===== src/rtl/pie_consts.svh =====
// Register indices, field positions, reset values and bus codes of the pin interrupt port.
`ifndef PIE_CONSTS_SVH
`define PIE_CONSTS_SVH

// Register indices; the byte address on the bus is four times the index.
`define PIE_IDX_EDGE_SEL_LO 16'hF038
`define PIE_IDX_EDGE_SEL_HI 16'hF039
`define PIE_IDX_SAMPLE_EN 16'hF03A
`define PIE_IDX_IRQ_STATUS 16'hF03B
`define PIE_IDX_IRQ_MASK 16'hF03C
`define PIE_IDX_PIN_LEVEL 16'hF20C
`define PIE_IDX_PULL_SEL_LO 16'hF20E
`define PIE_IDX_PULL_SEL_HI 16'hF20F

// Field layout of the eight interrupt lanes and the six port pins.
`define PIE_PORT_PINS 6
`define PIE_LANES 8
`define PIE_AUX_LSB 6
`define PIE_LANE_PWM_A 0
`define PIE_LANE_PWM_B 1
`define PIE_LANE_UART_A 2
`define PIE_LANE_UART_B 3

// Reset values.
`define PIE_RST_CFG 8'h00
`define PIE_RST_PULL 6'h00

// Bus answer codes and the least address width that reaches every register.
`define PIE_RESP_OKAY 2'h0
`define PIE_RESP_SLVERR 2'h2
`define PIE_MIN_ADDR_W 18

`endif


===== src/rtl/pie_pkg.sv =====
// Types shared by the pin interrupt port modules.
package pie_pkg;

	// Interrupt edge selection, high select bit then low select bit.
	typedef enum logic [1:0] {
		PIE_EDGE_OFF = 2'h0,
		PIE_EDGE_FALL = 2'h1,
		PIE_EDGE_RISE = 2'h2,
		PIE_EDGE_BOTH = 2'h3
	} pie_edge_t;

endpackage


===== src/rtl/pie_pin_edge.sv =====
// Edge detector of one interrupt lane, direct or on slow-tick samples.
`timescale 1ns/100ps
`default_nettype none

module pie_pin_edge (
	input wire logic mclk,
	input wire logic nrst,
	input wire logic clk_en,
	input wire logic pin,
	input wire pie_pkg::pie_edge_t mode,
	input wire logic sample_en,
	input wire logic sample_stb,
	output logic level,
	output logic edge_evt
);
	import pie_pkg::*;

	logic sync_a;
	logic sync_b;
	logic prev_b;
	logic smp_last;
	logic qual;
	logic rise;
	logic fall;
	logic next_edge_evt;

	always_ff @(posedge mclk) begin
		if (!nrst) begin
			sync_a <= 1'b0;
			sync_b <= 1'b0;
			prev_b <= 1'b0;
		end else if (clk_en) begin
			sync_a <= pin;
			sync_b <= sync_a;
			prev_b <= sync_b;
		end
	end

	assign level = sync_b;

	always_ff @(posedge mclk) begin
		if (!nrst) begin
			smp_last <= 1'b0;
			qual <= 1'b0;
		end else if (clk_en && sample_stb) begin
			smp_last <= sync_b;
			if (smp_last == sync_b && sync_b != qual) begin
				qual <= sync_b;
			end
		end
	end

	always_comb begin
		if (sample_en) begin
			rise = sample_stb & smp_last & sync_b & ~qual;
			fall = sample_stb & ~smp_last & ~sync_b & qual;
		end else begin
			rise = sync_b & ~prev_b;
			fall = ~sync_b & prev_b;
		end
	end

	always_comb begin
		unique case (mode)
			PIE_EDGE_OFF: next_edge_evt = 1'b0;
			PIE_EDGE_FALL: next_edge_evt = fall;
			PIE_EDGE_RISE: next_edge_evt = rise;
			PIE_EDGE_BOTH: next_edge_evt = rise | fall;
		endcase
	end

	always_ff @(posedge mclk) begin
		if (!nrst) begin
			edge_evt <= 1'b0;
		end else if (clk_en) begin
			edge_evt <= next_edge_evt;
		end
	end

	chk_off_stays_quiet: assert property (@(posedge mclk) disable iff (!nrst)
		clk_en && mode == PIE_EDGE_OFF |=> !edge_evt) else $error("event while disabled");

	chk_direct_fall_event: assert property (@(posedge mclk) disable iff (!nrst)
		clk_en && !sample_en && mode == PIE_EDGE_FALL && prev_b && !sync_b |=> edge_evt)
		else $error("direct falling edge missed");

	chk_sampled_rise_twice: assert property (@(posedge mclk) disable iff (!nrst)
		clk_en && sample_en && mode == PIE_EDGE_RISE && !(sample_stb && sync_b && smp_last)
		|=> !edge_evt) else $error("sampled rise without two high checks");

	chk_sampled_rise_next: assert property (@(posedge mclk) disable iff (!nrst)
		clk_en && sample_en && (mode == PIE_EDGE_RISE || mode == PIE_EDGE_BOTH) && sample_stb
		&& smp_last && sync_b && !qual |=> edge_evt)
		else $error("qualified sampled rise not raised on the next clock");

endmodule // pie_pin_edge

`default_nettype wire


===== src/rtl/pie_tick_sync.sv =====
// Sampling strobe taken from falling edges of the slow tick.
`timescale 1ns/100ps
`default_nettype none

module pie_tick_sync (
	input wire logic mclk,
	input wire logic nrst,
	input wire logic clk_en,
	input wire logic slow_sample_tick,
	input wire logic stop_mode,
	output logic sample_stb
);
	import pie_pkg::*;

	logic tick_q;

	// Last tick level, for the falling edge detector.
	always_ff @(posedge mclk) begin
		if (!nrst) begin
			tick_q <= 1'b0;
		end else if (clk_en) begin
			tick_q <= slow_sample_tick;
		end
	end

	assign sample_stb = tick_q & ~slow_sample_tick & ~stop_mode;

	chk_stop_no_sample: assert property (@(posedge mclk) disable iff (!nrst)
		stop_mode |-> !sample_stb) else $error("sampling strobe seen in stop state");

endmodule // pie_tick_sync

`default_nettype wire


===== src/rtl/pie_top.sv =====
// Six-pin input port with pull selection and eight edge interrupt lanes behind AXI4-Lite.
//
// Behaviour
// - Two pull bits per pin: 00 hi-z, 01 pull-down, 10 pull-up, 11 hi-z.
// - Reset clears all pull bits, so every pin starts high-impedance.
// - Software reads each port pin level from the read-only level register.
// - Two edge bits per pin: off, falling, rising, both; reset to zero.
// - Two aux pins use same encoding in top two bits of edge registers.
// - Per-lane sample enable: 0 direct detection, 1 detection on slow tick.
// - No sampling at all while the chip is in stop state.
// - Selected edge raises that lane's own request line, eight lines.
// - Each lane request is individually maskable by software.
// - Sampled rising mode needs high on two consecutive tick falling edges.
// - Request follows the second qualifying tick edge two clocks later.
// - Pins 0..3 also feed PWM event A, PWM event B, UART A, UART B.
`timescale 1ns/100ps
`default_nettype none
`include "pie_consts.svh"

module pie_top #(
	parameter int ADDR_W = `PIE_MIN_ADDR_W
) (
	input wire logic mclk,
	input wire logic nrst,
	input wire logic clk_en,
	input wire logic [5:0] port_pin,
	input wire logic [1:0] aux_pin,
	input wire logic slow_sample_tick,
	input wire logic stop_mode,
	input wire logic [ADDR_W-1:0] s_axi_awaddr,
	input wire logic [2:0] s_axi_awprot,
	input wire logic s_axi_awvalid,
	output logic s_axi_awready,
	input wire logic [31:0] s_axi_wdata,
	input wire logic [3:0] s_axi_wstrb,
	input wire logic s_axi_wvalid,
	output logic s_axi_wready,
	output logic [1:0] s_axi_bresp,
	output logic s_axi_bvalid,
	input wire logic s_axi_bready,
	input wire logic [ADDR_W-1:0] s_axi_araddr,
	input wire logic [2:0] s_axi_arprot,
	input wire logic s_axi_arvalid,
	output logic s_axi_arready,
	output logic [31:0] s_axi_rdata,
	output logic [1:0] s_axi_rresp,
	output logic s_axi_rvalid,
	input wire logic s_axi_rready,
	output logic [5:0] pull_up_en,
	output logic [5:0] pull_down_en,
	output logic [5:0] pin_irq_request,
	output logic [1:0] aux_pin_irq_request,
	output logic irq,
	output logic pwm_event_a_in,
	output logic pwm_event_b_in,
	output logic uart_a_rx_in,
	output logic uart_b_rx_in
);
	import pie_pkg::*;

	// The register indices need this many address bits.
	if (ADDR_W < `PIE_MIN_ADDR_W || ADDR_W > 32) begin : g_bad_addr_w
		$error("ADDR_W must lie between 18 and 32");
	end

	logic [7:0] ext_irq_edge_sel_lo;
	logic [7:0] ext_irq_edge_sel_hi;
	logic [7:0] ext_irq_sample_enable;
	logic [5:0] port_pull_sel_lo;
	logic [5:0] port_pull_sel_hi;
	logic [7:0] irq_status;
	logic [7:0] irq_mask;
	logic [7:0] next_irq_status;
	logic [7:0] next_irq_mask;
	logic [7:0] lane_pin;
	logic [7:0] lane_level;
	logic [7:0] lane_evt;
	logic sample_stb;
	logic [ADDR_W-1:0] aw_addr_q;
	logic [7:0] w_byte_q;
	logic w_lane0_q;
	logic wr_fire;
	logic wr_en;
	logic [15:0] wr_idx;
	logic [15:0] rd_idx;
	logic wr_hit;
	logic rd_hit;
	logic [7:0] rd_byte;
	logic ar_fire;

	assign lane_pin = {aux_pin, port_pin};

	// One strobe per slow tick falling edge, silenced in stop state.
	pie_tick_sync u_tick (
		.mclk(mclk),
		.nrst(nrst),
		.clk_en(clk_en),
		.slow_sample_tick(slow_sample_tick),
		.stop_mode(stop_mode),
		.sample_stb(sample_stb)
	);

	for (genvar i = 0; i < `PIE_LANES; i++) begin : g_lane
		pie_pin_edge u_edge (
			.mclk(mclk),
			.nrst(nrst),
			.clk_en(clk_en),
			.pin(lane_pin[i]),
			.mode(pie_edge_t'({ext_irq_edge_sel_hi[i], ext_irq_edge_sel_lo[i]})),
			.sample_en(ext_irq_sample_enable[i]),
			.sample_stb(sample_stb),
			.level(lane_level[i]),
			.edge_evt(lane_evt[i])
		);
	end

	// Write address channel; awready low means an address is held.
	always_ff @(posedge mclk) begin
		if (!nrst) begin
			s_axi_awready <= 1'b1;
			aw_addr_q <= '0;
		end else if (clk_en) begin
			if (s_axi_awvalid && s_axi_awready) begin
				s_axi_awready <= 1'b0;
				aw_addr_q <= s_axi_awaddr;
			end else if (wr_fire) begin
				s_axi_awready <= 1'b1;
			end
		end
	end

	// Write data channel; only the low byte lane carries register data.
	always_ff @(posedge mclk) begin
		if (!nrst) begin
			s_axi_wready <= 1'b1;
			w_byte_q <= 8'h00;
			w_lane0_q <= 1'b0;
		end else if (clk_en) begin
			if (s_axi_wvalid && s_axi_wready) begin
				s_axi_wready <= 1'b0;
				w_byte_q <= s_axi_wdata[7:0];
				w_lane0_q <= s_axi_wstrb[0];
			end else if (wr_fire) begin
				s_axi_wready <= 1'b1;
			end
		end
	end

	// A write is carried out once both halves are held and no answer is pending.
	assign wr_fire = !s_axi_awready && !s_axi_wready && !s_axi_bvalid;
	assign wr_idx = aw_addr_q[17:2];
	assign wr_en = wr_fire && w_lane0_q;
	assign wr_hit = aw_addr_q[1:0] == 2'h0 && (aw_addr_q >> 18) == '0 && (
		wr_idx == `PIE_IDX_EDGE_SEL_LO || wr_idx == `PIE_IDX_EDGE_SEL_HI ||
		wr_idx == `PIE_IDX_SAMPLE_EN || wr_idx == `PIE_IDX_IRQ_STATUS ||
		wr_idx == `PIE_IDX_IRQ_MASK || wr_idx == `PIE_IDX_PIN_LEVEL ||
		wr_idx == `PIE_IDX_PULL_SEL_LO || wr_idx == `PIE_IDX_PULL_SEL_HI);

	// Write response; unmapped addresses answer with a slave error.
	always_ff @(posedge mclk) begin
		if (!nrst) begin
			s_axi_bvalid <= 1'b0;
			s_axi_bresp <= `PIE_RESP_OKAY;
		end else if (clk_en) begin
			if (wr_fire) begin
				s_axi_bvalid <= 1'b1;
				s_axi_bresp <= wr_hit ? `PIE_RESP_OKAY : `PIE_RESP_SLVERR;
			end else if (s_axi_bready && s_axi_bvalid) begin
				s_axi_bvalid <= 1'b0;
			end
		end
	end

	always_ff @(posedge mclk) begin
		if (!nrst) begin
			ext_irq_edge_sel_lo <= `PIE_RST_CFG;
			ext_irq_edge_sel_hi <= `PIE_RST_CFG;
			ext_irq_sample_enable <= `PIE_RST_CFG;
		end else if (clk_en && wr_en && wr_hit) begin
			if (wr_idx == `PIE_IDX_EDGE_SEL_LO) begin
				ext_irq_edge_sel_lo <= w_byte_q;
			end
			if (wr_idx == `PIE_IDX_EDGE_SEL_HI) begin
				ext_irq_edge_sel_hi <= w_byte_q;
			end
			if (wr_idx == `PIE_IDX_SAMPLE_EN) begin
				ext_irq_sample_enable <= w_byte_q;
			end
		end
	end

	always_ff @(posedge mclk) begin
		if (!nrst) begin
			port_pull_sel_lo <= `PIE_RST_PULL;
			port_pull_sel_hi <= `PIE_RST_PULL;
		end else if (clk_en && wr_en && wr_hit) begin
			if (wr_idx == `PIE_IDX_PULL_SEL_LO) begin
				port_pull_sel_lo <= w_byte_q[5:0];
			end
			if (wr_idx == `PIE_IDX_PULL_SEL_HI) begin
				port_pull_sel_hi <= w_byte_q[5:0];
			end
		end
	end

	always_ff @(posedge mclk) begin
		if (!nrst) begin
			pull_up_en <= 6'h00;
			pull_down_en <= 6'h00;
		end else if (clk_en) begin
			pull_up_en <= port_pull_sel_hi & ~port_pull_sel_lo;
			pull_down_en <= port_pull_sel_lo & ~port_pull_sel_hi;
		end
	end

	// Status bits are sticky; a new event wins over a write-one clear.
	always_comb begin
		next_irq_status = irq_status | lane_evt;
		next_irq_mask = irq_mask;
		if (wr_en && wr_hit && wr_idx == `PIE_IDX_IRQ_STATUS) begin
			next_irq_status = (irq_status & ~w_byte_q) | lane_evt;
		end
		if (wr_en && wr_hit && wr_idx == `PIE_IDX_IRQ_MASK) begin
			next_irq_mask = w_byte_q;
		end
	end

	always_ff @(posedge mclk) begin
		if (!nrst) begin
			irq_status <= `PIE_RST_CFG;
			irq_mask <= `PIE_RST_CFG;
			irq <= 1'b0;
		end else if (clk_en) begin
			irq_status <= next_irq_status;
			irq_mask <= next_irq_mask;
			irq <= |(next_irq_status & next_irq_mask);
		end
	end

	always_ff @(posedge mclk) begin
		if (!nrst) begin
			pin_irq_request <= 6'h00;
			aux_pin_irq_request <= 2'h0;
		end else if (clk_en) begin
			pin_irq_request <= lane_evt[5:0] & irq_mask[5:0];
			aux_pin_irq_request <= lane_evt[7:6] & irq_mask[7:6];
		end
	end

	always_ff @(posedge mclk) begin
		if (!nrst) begin
			pwm_event_a_in <= 1'b0;
			pwm_event_b_in <= 1'b0;
			uart_a_rx_in <= 1'b0;
			uart_b_rx_in <= 1'b0;
		end else if (clk_en) begin
			pwm_event_a_in <= lane_level[`PIE_LANE_PWM_A];
			pwm_event_b_in <= lane_level[`PIE_LANE_PWM_B];
			uart_a_rx_in <= lane_level[`PIE_LANE_UART_A];
			uart_b_rx_in <= lane_level[`PIE_LANE_UART_B];
		end
	end

	// Read decode; reserved bits of the narrow registers read as zero.
	assign rd_idx = s_axi_araddr[17:2];
	assign ar_fire = s_axi_arvalid && s_axi_arready;
	always_comb begin
		rd_hit = s_axi_araddr[1:0] == 2'h0 && (s_axi_araddr >> 18) == '0;
		rd_byte = 8'h00;
		unique case (rd_idx)
			`PIE_IDX_EDGE_SEL_LO: rd_byte = ext_irq_edge_sel_lo;
			`PIE_IDX_EDGE_SEL_HI: rd_byte = ext_irq_edge_sel_hi;
			`PIE_IDX_SAMPLE_EN: rd_byte = ext_irq_sample_enable;
			`PIE_IDX_IRQ_STATUS: rd_byte = irq_status;
			`PIE_IDX_IRQ_MASK: rd_byte = irq_mask;
			`PIE_IDX_PIN_LEVEL: rd_byte = {2'h0, lane_level[5:0]};
			`PIE_IDX_PULL_SEL_LO: rd_byte = {2'h0, port_pull_sel_lo};
			`PIE_IDX_PULL_SEL_HI: rd_byte = {2'h0, port_pull_sel_hi};
			default: rd_hit = 1'b0;
		endcase
	end

	// Read channel; one read is under way at a time.
	always_ff @(posedge mclk) begin
		if (!nrst) begin
			s_axi_arready <= 1'b1;
			s_axi_rvalid <= 1'b0;
			s_axi_rdata <= 32'h0000_0000;
			s_axi_rresp <= `PIE_RESP_OKAY;
		end else if (clk_en) begin
			if (ar_fire) begin
				s_axi_arready <= 1'b0;
				s_axi_rvalid <= 1'b1;
				s_axi_rdata <= rd_hit ? {24'h00_0000, rd_byte} : 32'h0000_0000;
				s_axi_rresp <= rd_hit ? `PIE_RESP_OKAY : `PIE_RESP_SLVERR;
			end else if (s_axi_rvalid && s_axi_rready) begin
				s_axi_rvalid <= 1'b0;
				s_axi_arready <= 1'b1;
			end
		end
	end

	chk_pull_up_decode: assert property (@(posedge mclk) disable iff (!nrst)
		clk_en |=> pull_up_en == $past(port_pull_sel_hi & ~port_pull_sel_lo))
		else $error("pull-up enable does not follow select bits");

	chk_pull_reset_hiz: assert property (@(posedge mclk)
		!nrst |=> port_pull_sel_lo == 6'h00 && port_pull_sel_hi == 6'h00)
		else $error("pull select not cleared by reset");

	chk_request_needs_mask: assert property (@(posedge mclk) disable iff (!nrst)
		|pin_irq_request |-> (pin_irq_request & ~$past(irq_mask[5:0])) == 6'h00)
		else $error("request raised on a masked lane");

	chk_event_sets_status: assert property (@(posedge mclk) disable iff (!nrst)
		clk_en && |lane_evt |=> (irq_status & $past(lane_evt)) == $past(lane_evt))
		else $error("event lost from status");

	chk_irq_tracks_status: assert property (@(posedge mclk) disable iff (!nrst)
		clk_en |=> irq == |(irq_status & irq_mask))
		else $error("interrupt level does not match status and mask");

	chk_uart_route: assert property (@(posedge mclk) disable iff (!nrst)
		clk_en |=> uart_a_rx_in == $past(lane_level[2]) && pwm_event_a_in == $past(lane_level[0]))
		else $error("alternate input routing wrong");

	chk_bvalid_after_both: assert property (@(posedge mclk) disable iff (!nrst)
		$rose(s_axi_bvalid) |-> $past(!s_axi_awready && !s_axi_wready))
		else $error("write answered before address and data");

	chk_read_level: assert property (@(posedge mclk) disable iff (!nrst)
		clk_en && ar_fire && s_axi_araddr == ADDR_W'({`PIE_IDX_PIN_LEVEL, 2'h0})
		|=> s_axi_rvalid && s_axi_rdata[7:0] == {2'h0, $past(lane_level[5:0])})
		else $error("pin level read wrong");

endmodule // pie_top

`default_nettype wire


===== config.mk =====
export PLATFORM = sky130hd
export DESIGN_NAME = pie_top
export DESIGN_NICKNAME = d
export VERILOG_FILES = /design/src/rtl/pie_pkg.sv /design/src/rtl/pie_pin_edge.sv /design/src/rtl/pie_tick_sync.sv /design/src/rtl/pie_top.sv
export VERILOG_INCLUDE_DIRS = /design/src /design/src/rtl
export SDC_FILE = /design/constraint.sdc
export NUM_CORES = 1
export LEC_CHECK = 0
export BUFFER_PORTS_ARGS = -buffer_cell sky130_fd_sc_hd__buf_4
export CELL_PAD_IN_SITES_DETAIL_PLACEMENT = 0
export CELL_PAD_IN_SITES_GLOBAL_PLACEMENT = 1
export CORE_MARGIN = 2
export CORE_UTILIZATION = 31
export DETAILED_ROUTE_END_ITERATION = 12
export HOLD_SLACK_MARGIN = 0.08
export PLACE_DENSITY_LB_ADDON = 0.3
export SLEW_MARGIN = 20
export SYNTH_ARGS = -nofsm -noshare
export SYNTH_HDL_FRONTEND = slang
export SYNTH_SLANG_ARGS = --single-unit

===== constraint.sdc =====
create_clock -name mclk -period 3.8 [get_ports mclk]
set_input_delay 0.19 -clock mclk [delete_from_list [all_inputs] [get_ports mclk]]
set_output_delay 0.19 -clock mclk [all_outputs]
set_load 0.1 [all_outputs]

# --- Word level (Yosys, flattened, before mapping) ---
# Cells that the tools add are included.
totals:
  register_bits: 190
  out_inout_bits: 66
classes:
  n_eq_ne: 56
  muxes: 40
  n_bitwise: 119
  reduce_logical: 70
ops:
  columns: ["op", "count"]
  rows:
  - ["$eq A16 B16 Y1 const B", 16]
  - ["$and A1 B1 Y1", 66]
  - ["$pmux W8 S8", 1]
  - ["$reduce_and A2 Y1", 21]
  - ["$not A1 Y1", 34]
  - ["$eq A2 B2 Y1 const B", 16]
  - ["$pmux W1 S4", 8]
  - ["$mux W1", 26]
  - ["$mux W8", 3]
  - ["$logic_and A1 B1 Y1", 23]
  - ["$logic_not A2 Y1", 10]
  - ["$and A6 B6 Y6", 3]
  - ["$and A8 B8 Y8", 2]
  - ["$eq A2 B1 Y1 const B", 8]
  - ["$or A8 B8 Y8", 2]
  - ["$reduce_or A8 Y1", 2]
  - ["$not A6 Y6", 2]
  - ["$eq A1 B1 Y1", 8]
  - ["$ne A1 B1 Y1", 8]
  - ["$not A8 Y8", 1]
  - ["$or A1 B1 Y1", 8]
  - ["$reduce_bool A2 Y1", 4]
  - ["$logic_or A1 B1 Y1", 7]
  - ["$mux W2", 2]
  - ["other kinds (2)", 4]

# --- Longest topological paths before layout ---
# Gate-level depths: netlist of the first run.
logic_depth:
  word_depth: 14
  ltp_mapped: 9
  ltp_nobuf: 7

# --- Hierarchy ---
# A second synthesis of the first run with hierarchy kept.
unflattened:
  hier_cells: 894
  area_unflattened_um2: 8072.7
modules_own_cells:
  columns: ["module", "n_inst", "cells_per_inst", "area_per_inst_um2", "seq_area_each_um2"]
  rows:
  - ["pie_top", 1, 650, 5716.7, 2382.3]
  - ["pie_pin_edge", 8, 30, 289.0, 120.1]
  - ["pie_tick_sync", 1, 4, 43.8, 20.0]

# --- Worst setup path after synthesis of the first run ---
# OpenSTA, ideal clock, no wires.
synth_path:
  path_type: "reg-to-reg"
  start: "register s_axi_wready"
  end: "register irq"
  setup_time_ns: 0.120
  arrival_time_ns: 2.446
  required_ns: 3.680
  slack_ns: 1.234
  stages_incl_launch_ff: 9
  period_less_slack_ns: 2.566
  path_cell_list: "dfxtp_1 > nor4b_2 > nand4_1 > nor4_1 > buf_4 > mux2_2 > o21ai_0 > o211ai_2 > o31a_1"
synth_between:
  elab_chain_cells: 9
  word_cells_on_any_way: 11
  classes_between: "mux: 2; bitwise: 1; reduce/logical: 8"
synth_lines:
  columns: ["item", "line_no", "rtl"]
  rows:
  - ["start: declaration", "pie_top.sv:37", "output logic s_axi_wready,"]
  - ["start signal: assignment", "pie_top.sv:135", "s_axi_wready <= 1'b1;"]
  - ["start signal: assignment", "pie_top.sv:140", "s_axi_wready <= 1'b0;"]
  - ["start signal: assignment", "pie_top.sv:144", "s_axi_wready <= 1'b1;"]
  - ["$logic_not A1 Y1 *", "pie_top.sv:150", "assign wr_fire = !s_axi_awready && !s_axi_wready && !s_axi_bvalid;"]
  - ["$logic_and A1 B1 Y1 * (2 in series)", "pie_top.sv:150", null]
  - ["$logic_and A1 B1 Y1 *", "pie_top.sv:152", "assign wr_en = wr_fire && w_lane0_q;"]
  - ["$logic_and A1 B1 Y1 *", "pie_top.sv:220, pie_top.sv:223", null]
  - ["$logic_and A1 B1 Y1 (no source line)", null, null]
  - ["$mux W8, on equally long branches", "pie_top.sv:220, pie_top.sv:223", null]
  - ["$and A8 B8 Y8 *", "pie_top.sv:236", "irq <= |(next_irq_status & next_irq_mask);"]
  - ["$reduce_or A8 Y1 *", "pie_top.sv:236", null]
  - ["end signal: assignment", "pie_top.sv:236", null]
  - ["end: declaration", "pie_top.sv:53", "output logic irq,"]
# Mark *: on every way between the ends. The rest lies on a longest branch, timed or not.
# A chain may end at the register's enable or synchronous reset.

# --- Final worst setup path of the first run ---
# Same ends and word-level chain as after synthesis.

==> impl_metrics.tcl, run 1 <==
set metrics [dict create \
    irDropWorstVdd_v 0.000210 \
    p_per_area_nw_per_um2 412 \
    first_pass_iters 4 \
    worstReg2RegStart "s_axi_wready" \
    io_pins 162 \
    layout.nets 1064 \
    finalWorstSetupSlack_ns 1.37 \
    synth_seq_cells 164 \
    cts_setup_buffers 0 \
    r2r-end "irq" \
    clock_path_buffers 2 \
    fp.dieH_um 162 \
    slew_headroom_pct 39.5 \
    numCtsBuffers 17 \
    place_hpwl_um 14100 \
    worstHoldStart "s_axi_araddr[0]" \
    synthTopCellsByArea "dfxtp_1, mux2i_1, nand2_1" \
    via_count 6197 \
    crit_path_end "irq" \
    synth_edf_count 0 \
    rsz0062_at_grt "false" \
    finalCriticalPeriod_ns 2.43 \
    multi_input_area_um2 4070 \
    synth_top_cell_by_area "dfxtp_1" \
    finalSetupViolCount 0 \
    drt_wl_total_um 20300 \
    tritoncts "done" \
    worstMarginPinSlew_ns 0.900 \
    path_max_fanout 9 \
    die_w_um 162 \
    clk_latency_ns 0.43 \
    startpoint_type "register" \
    antenna_found_initial 0 \
    required_ns 4.11 \
    power_mw 3.94 \
    die_area_um2 26200 \
    num_rows 57 \
    synthCells 859 \
    p_leak_nw 3.58 \
    syn_to_final_growth_pct 24.2 \
    cts_sinks 164 \
    synth.cell_area_um2 7710 \
    r2r_cells 8 \
    fillers 2517 \
    crit_start "s_axi_wready" \
    ant_nets 0 \
    overflow 0 \
    cp.arrival_ns 2.75 \
    grt_max_degree 85 \
    drt_iter0_drc 316 \
    cts_resized 0 \
    clock.fmax_ghz 0.411 \
    wire_per_inst_um 15.6 \
    status "completed" \
    routed_via_density 4.75 \
    fin_skew_ns 0.0114 \
    grt_pass1_vias 5847 \
    grt_usage_pct 15.7 \
    synth_flop_cell "dfxtp_1" \
    portBuffers 102 \
    synthArstFlopShare_pct 0 \
    synth_warnings 0 \
    hold_violations 0 \
    fin_crit_sh_pct 64.0 \
    ys_types 53 \
    drv_cap 0 \
    cts_root_buf "clkbuf_16" \
    synth.avg_cell_area_um2 8.98 \
    place_congestion 0.743 \
    ctsHtreeMaxLevel 4 \
    r2r_slack_ns 1.37 \
    finalSetupTns_ns 0 \
    criticalPathCategory "reg2reg" \
    grt_pass1_wl_um 32400 \
    regArea_um2 3280 \
    dpl_worst_slack_ns 1.35 \
    start_util_pct 31.6 \
    ys_top_cells_by_count "dfxtp_1, nand2_1, mux2i_1" \
    clk_pin_slew_worst_paths_ns 0.06 \
    finish.utilization_pct 39.3 \
    crit_path_end_kind "register" \
    synth.top_cell.area_share_pct 42.6 \
    final_layout_size_suffix_gt1_share_pct 16.1 \
    route.detailed.drc 0 \
    hold_class "in2reg" \
    num_antenna_cells 0 \
    synth_most_common_cell "dfxtp_1" \
    design.core.area_um2 24400 \
    maxSlewViolCount 0 \
    ys_seq_area_share_pct 42.6 \
]
placed cells by master, fill, tap and decap left out, types with 26 or more instances in the layout:
master and instances:
mux2i_1 76, dlygate4sd3_1 37, o21ai_0 42, buf_4 108, a21boi_0 62, conb_1 26
nand2_1 131, dfxtp_1 164, nor2b_1 75, nor2_1 26
critical path, cell delays in order, from the launching register on:
cell and delay (ns):
dfxtp_1 0.37, nor4b_2 0.36, nand4_1 0.21, nor4_2 0.27
buf_4 0.25, mux2_2 0.34, o21ai_0 0.11, o211ai_2 0.12
o31a_1 0.29
through the flow:
step	area [µm²]	hold WS, ns	instances
6_report	9580	0.112	1305
5_1_grt	9580	0.145	1305
4_1_cts	9580	0.0982	1305
3_5_place_dp	8620	0.448	1236
3_3_place_gp	8620	0.439	1236
2_1_floorplan	7810	0.335	884
registers in the layout, summed over array words and instances, names as in the netlist, 8 cells and up:
| name | flops |
|---|---|
| ext_irq_edge_sel_lo | 8 |
| g_lane.u_edge.edge_evt | 8 |
| g_lane.u_edge.prev_b | 8 |
| g_lane.u_edge.level | 8 |
| g_lane.u_edge.sync_a | 8 |
| g_lane.u_edge.smp_last | 8 |
| irq_mask | 8 |
| ext_irq_edge_sel_hi | 8 |
| s_axi_rdata | 8 |
| w_byte_q | 8 |
| irq_status | 8 |
| ext_irq_sample_enable | 8 |
| g_lane.u_edge.qual | 8 |
| aw_addr_q | 18 |
cells by family (layout without fill, tap and decap cells):
logic type      count (synthesis)  in the layout  synth area share [%]
compound gates                175            175                  15.6
buf+inv                        95            192                  6.02
flops                         164            164                  42.6
mux                            85             85                  12.3
other cells                     1             26                0.0486
simple gates                  339            339                  23.5
routing by layer:
| metal | vias up | share of wire, % | global-route usage [%] | wire (µm) |
|---|---|---|---|---|
| met5 | - | 0 | 0 | 0 |
| met4 | 0 | 1.7 | 5.15 | 346 |
| met3 | 22 | 4.4 | 2.99 | 895 |
| met2 | 127 | 45 | 24.6 | 9130 |
| met1 | 2886 | 49 | 21.8 | 9960 |
| li1 | 3162 | - | - | - |
worst min-delay path by stage:
stage,to,slack (ns),cells after the start
2_1_floorplan,aw_addr_q[17],0.33,2
5_1_grt,s_axi_bvalid,0.14,4
4_1_cts,s_axi_rresp[1],0.1,5
6_report,s_axi_rresp[1],0.11,5
3_3_place_gp,s_axi_rdata[0],0.44,2
3_5_place_dp,s_axi_rdata[2],0.45,2
power by group:
group | switching (mW) | internal (mW) | leakage (nW)
Clock | 0.735 | 0.994 | 0.277
Sequential | 0.0497 | 1.75 | 1.33
Combinational | 0.266 | 0.145 | 1.98
timing repair:
action	CTS	global route
setup endpoints to repair	0	0
hold endpoints to repair	37	0
hold buffers	37	0
layout make-up:
| class | count | area share [%] |
|---|---|---|
| well taps | 324 | 4.23 |
| flip-flops and latches | 164 | 34.3 |
| clock inverters | 13 | 1.54 |
| inverters | 15 | 0.587 |
| clock buffers | 19 | 4.62 |
| multi-input cells | 625 | 42.4 |
| repair buffers | 145 | 12.3 |
Power figures use the tool's default switching activity.
==> run 2: changes to the inputs <==
--- a/config.mk
+++ b/config.mk
@@ -6,6 +6,7 @@
 export SDC_FILE = /design/constraint.sdc
 export NUM_CORES = 1
 export LEC_CHECK = 0
+export ABC_AREA = 1
 export BUFFER_PORTS_ARGS = -buffer_cell sky130_fd_sc_hd__buf_4
 export CELL_PAD_IN_SITES_DETAIL_PLACEMENT = 0
 export CELL_PAD_IN_SITES_GLOBAL_PLACEMENT = 1
==> constraint.sdc (replaced) <==
create_clock -name mclk -period 2.3 [get_ports mclk]
set_input_delay 0.115 -clock mclk [delete_from_list [all_inputs] [get_ports mclk]]
set_output_delay 0.115 -clock mclk [all_outputs]
set_load 0.1 [all_outputs]
==> impl_metrics.tcl, run 2 <==
set metrics [dict create \
    ys_seq_area_share_pct 43.7 \
    drt_wl_total_um 23000 \
    clock.fmax_ghz 0.488 \
    hold_ws_ns 0.144 \
    crit_path_frequent_cell "nand2_1" \
    routed_via_density 4.81 \
    synth_top_cell_by_area "dfxtp_1" \
    die_area_um2 25500 \
    slowest_delay_ns 0.31 \
    fp.dieH_um 160 \
    status "completed" \
    finish.utilization_pct 41.3 \
    synthArstFlopShare_pct 0 \
    hold_violations 0 \
    synth_warnings 0 \
    synth_flop_cell "dfxtp_1" \
    crit_chain "nor2_1, nand2_1, nor2_4, nand2_1, nand2_1, nor2_1, nand2_2, nand4_1, buf_4, o21ai_0, nand2_1, nand2_1, nand2_1, nor2_1, a21oi_1" \
    mostFrequentLayoutCell "dfxtp_1" \
    p_leak_nw 4.14 \
    first_pass_iters 5 \
    ant_nets 0 \
    wire_per_inst_um 15.2 \
    fin_skew_ns 0.0109 \
    start_util_pct 31.8 \
    num_antenna_cells 0 \
    critPathBufInv 1 \
    drv_cap 0 \
    ys_top_cells_by_count "dfxtp_1, inv_1, o21ai_0" \
    num_rows 56 \
    design.core.area_um2 23600 \
    worstMarginPinSlew_ns 0.819 \
    clock_path_buffers 2 \
    tritoncts "done" \
    overflow 0 \
    finalSetupTns_ns 0 \
    largest_reg_flops 18 \
    layout.nets 1280 \
    cts_sinks 164 \
    ys_types 38 \
    required_ns 2.63 \
    worstReg2RegStart "aw_addr_q[12]" \
    synthTopCellsByArea "dfxtp_1, o21ai_0, a21oi_1" \
    grt_pass1_vias 6652 \
    crit_start "aw_addr_q[12]" \
    cp.arrival_ns 2.37 \
    path_max_fanout 8 \
    irDropWorstVdd_v 0.000380 \
    maxSlewViolCount 0 \
    clk_latency_ns 0.43 \
    clk_pin_slew_worst_paths_ns 0.07 \
    p_per_area_nw_per_um2 761 \
    synth_most_common_cell "dfxtp_1" \
    antenna_found_initial 0 \
    synthCells 1044 \
    synth_edf_count 0 \
    route.detailed.drc 0 \
    synth.avg_cell_area_um2 7.20 \
    synth.top_cell.area_share_pct 43.7 \
    top_register "aw_addr_q" \
    synth_seq_cells 164 \
    final_layout_size_suffix_gt1_share_pct 15.6 \
    rsz0062_at_grt "false" \
    drt_iter0_drc 590 \
    power_mw 7.41 \
    worstHoldStart "clk_en" \
    path_delay_family "simple AND/OR/NAND/NOR gates" \
    numCtsBuffers 17 \
    die_w_um 160 \
    hold_class "in2reg" \
    place_hpwl_um 15900 \
    synth.cell_area_um2 7520 \
    place_congestion 0.861 \
    via_count 7291 \
    portBuffers 102 \
    crit_path_end_kind "register" \
    io_pins 162 \
    cts_root_buf "clkbuf_16" \
    grt_max_degree 117 \
    fin_crit_sh_pct 89.0 \
    grt_usage_pct 17.9 \
    most-common-layout-cells "dfxtp_1, inv_1, o21ai_0" \
    ctsHtreeMaxLevel 4 \
    syn_to_final_growth_pct 29.7 \
    criticalPathCategory "reg2reg" \
    finalCriticalPeriod_ns 2.05 \
    startpoint_type "register" \
    grt_pass1_wl_um 36100 \
    slew_headroom_pct 45.4 \
    fillers 2459 \
    slowest_stage "dfxtp_1" \
    finalSetupViolCount 0 \
]
-- run 2: cell types whose count changed after synthesis, sizes merged, moves of 73 or more --
cell,delta
nor2b,-75
nor2,+73
inv,+138
a21oi,+113
o21ai,+96
mux2i,-76
-- run 2: kinds of logic after synthesis --
group           after synthesis  share of synthesized area [%]
buf+inv                     228                           12.9
simple gates                321                           19.3
other cells                   1                         0.0499
flops                       164                           43.7
compound gates              330                           24.1
-- run 2: tightest hold or removal path: stages --
cell     delay (ns)
buf_4          0.20
o21ai_0        0.18
nor2_1         0.04
-- run 2: repair_timing --
item / CTS / global route
buffers inserted: 0 / 1
endpoints found under the hold margin: 46 / 0
resized for setup: 0 / 6
endpoints found under the setup margin: 0 / 4
hold buffers: 41 / 0
-- run 2: path summary, 6_finish.rpt --
check                            end  slack, ns  cells past startpoint
hold / removal    pin_irq_request[1]       0.14                      3
setup / recovery                 irq       0.25                     15
hold reg to reg        aw_addr_q[13]       0.45                      2
setup reg to reg                 irq       0.25                     15
-- run 2: layer usage --
layer	global-route usage [%]	part of all wire, %
met1	26.2	51
met2	26.4	42
met3	3.38	5.7
met4	5.41	1.2
met5	0	0
-- run 2: layout make-up --
cell class                 instances  area, µm²  area share, %
clock buffer                      18        429           4.40
inverter                         153        574           5.89
multi-input combinational        677       3370           34.6
tap                              319        399           4.09
clock inverter                    13        253           2.59
sequential                       164       3280           33.7
timing repair buffer             171       1440           14.8
-- run 2: through the flow --
step                      setup slack [ns]  cells  area [µm²]
after floorplan                      0.228   1069        7610
after global placement               0.273   1442        8640
after detailed placement             0.263   1442        8640
after CTS                            0.227   1514        9730
after global routing               0.00734   1515        9750
final                                0.253   1515        9750
-- run 2: where the power goes --
part / total [mW] / internal [mW] / switching, mW / leakage, nW
Sequential: 3.03 / 2.96 / 0.0725 / 1.34
Combinational: 1.05 / 0.285 / 0.765 / 2.47
Clock: 3.33 / 2.14 / 1.19 / 0.327
Total: 7.41 / 5.38 / 2.03 / 4.14
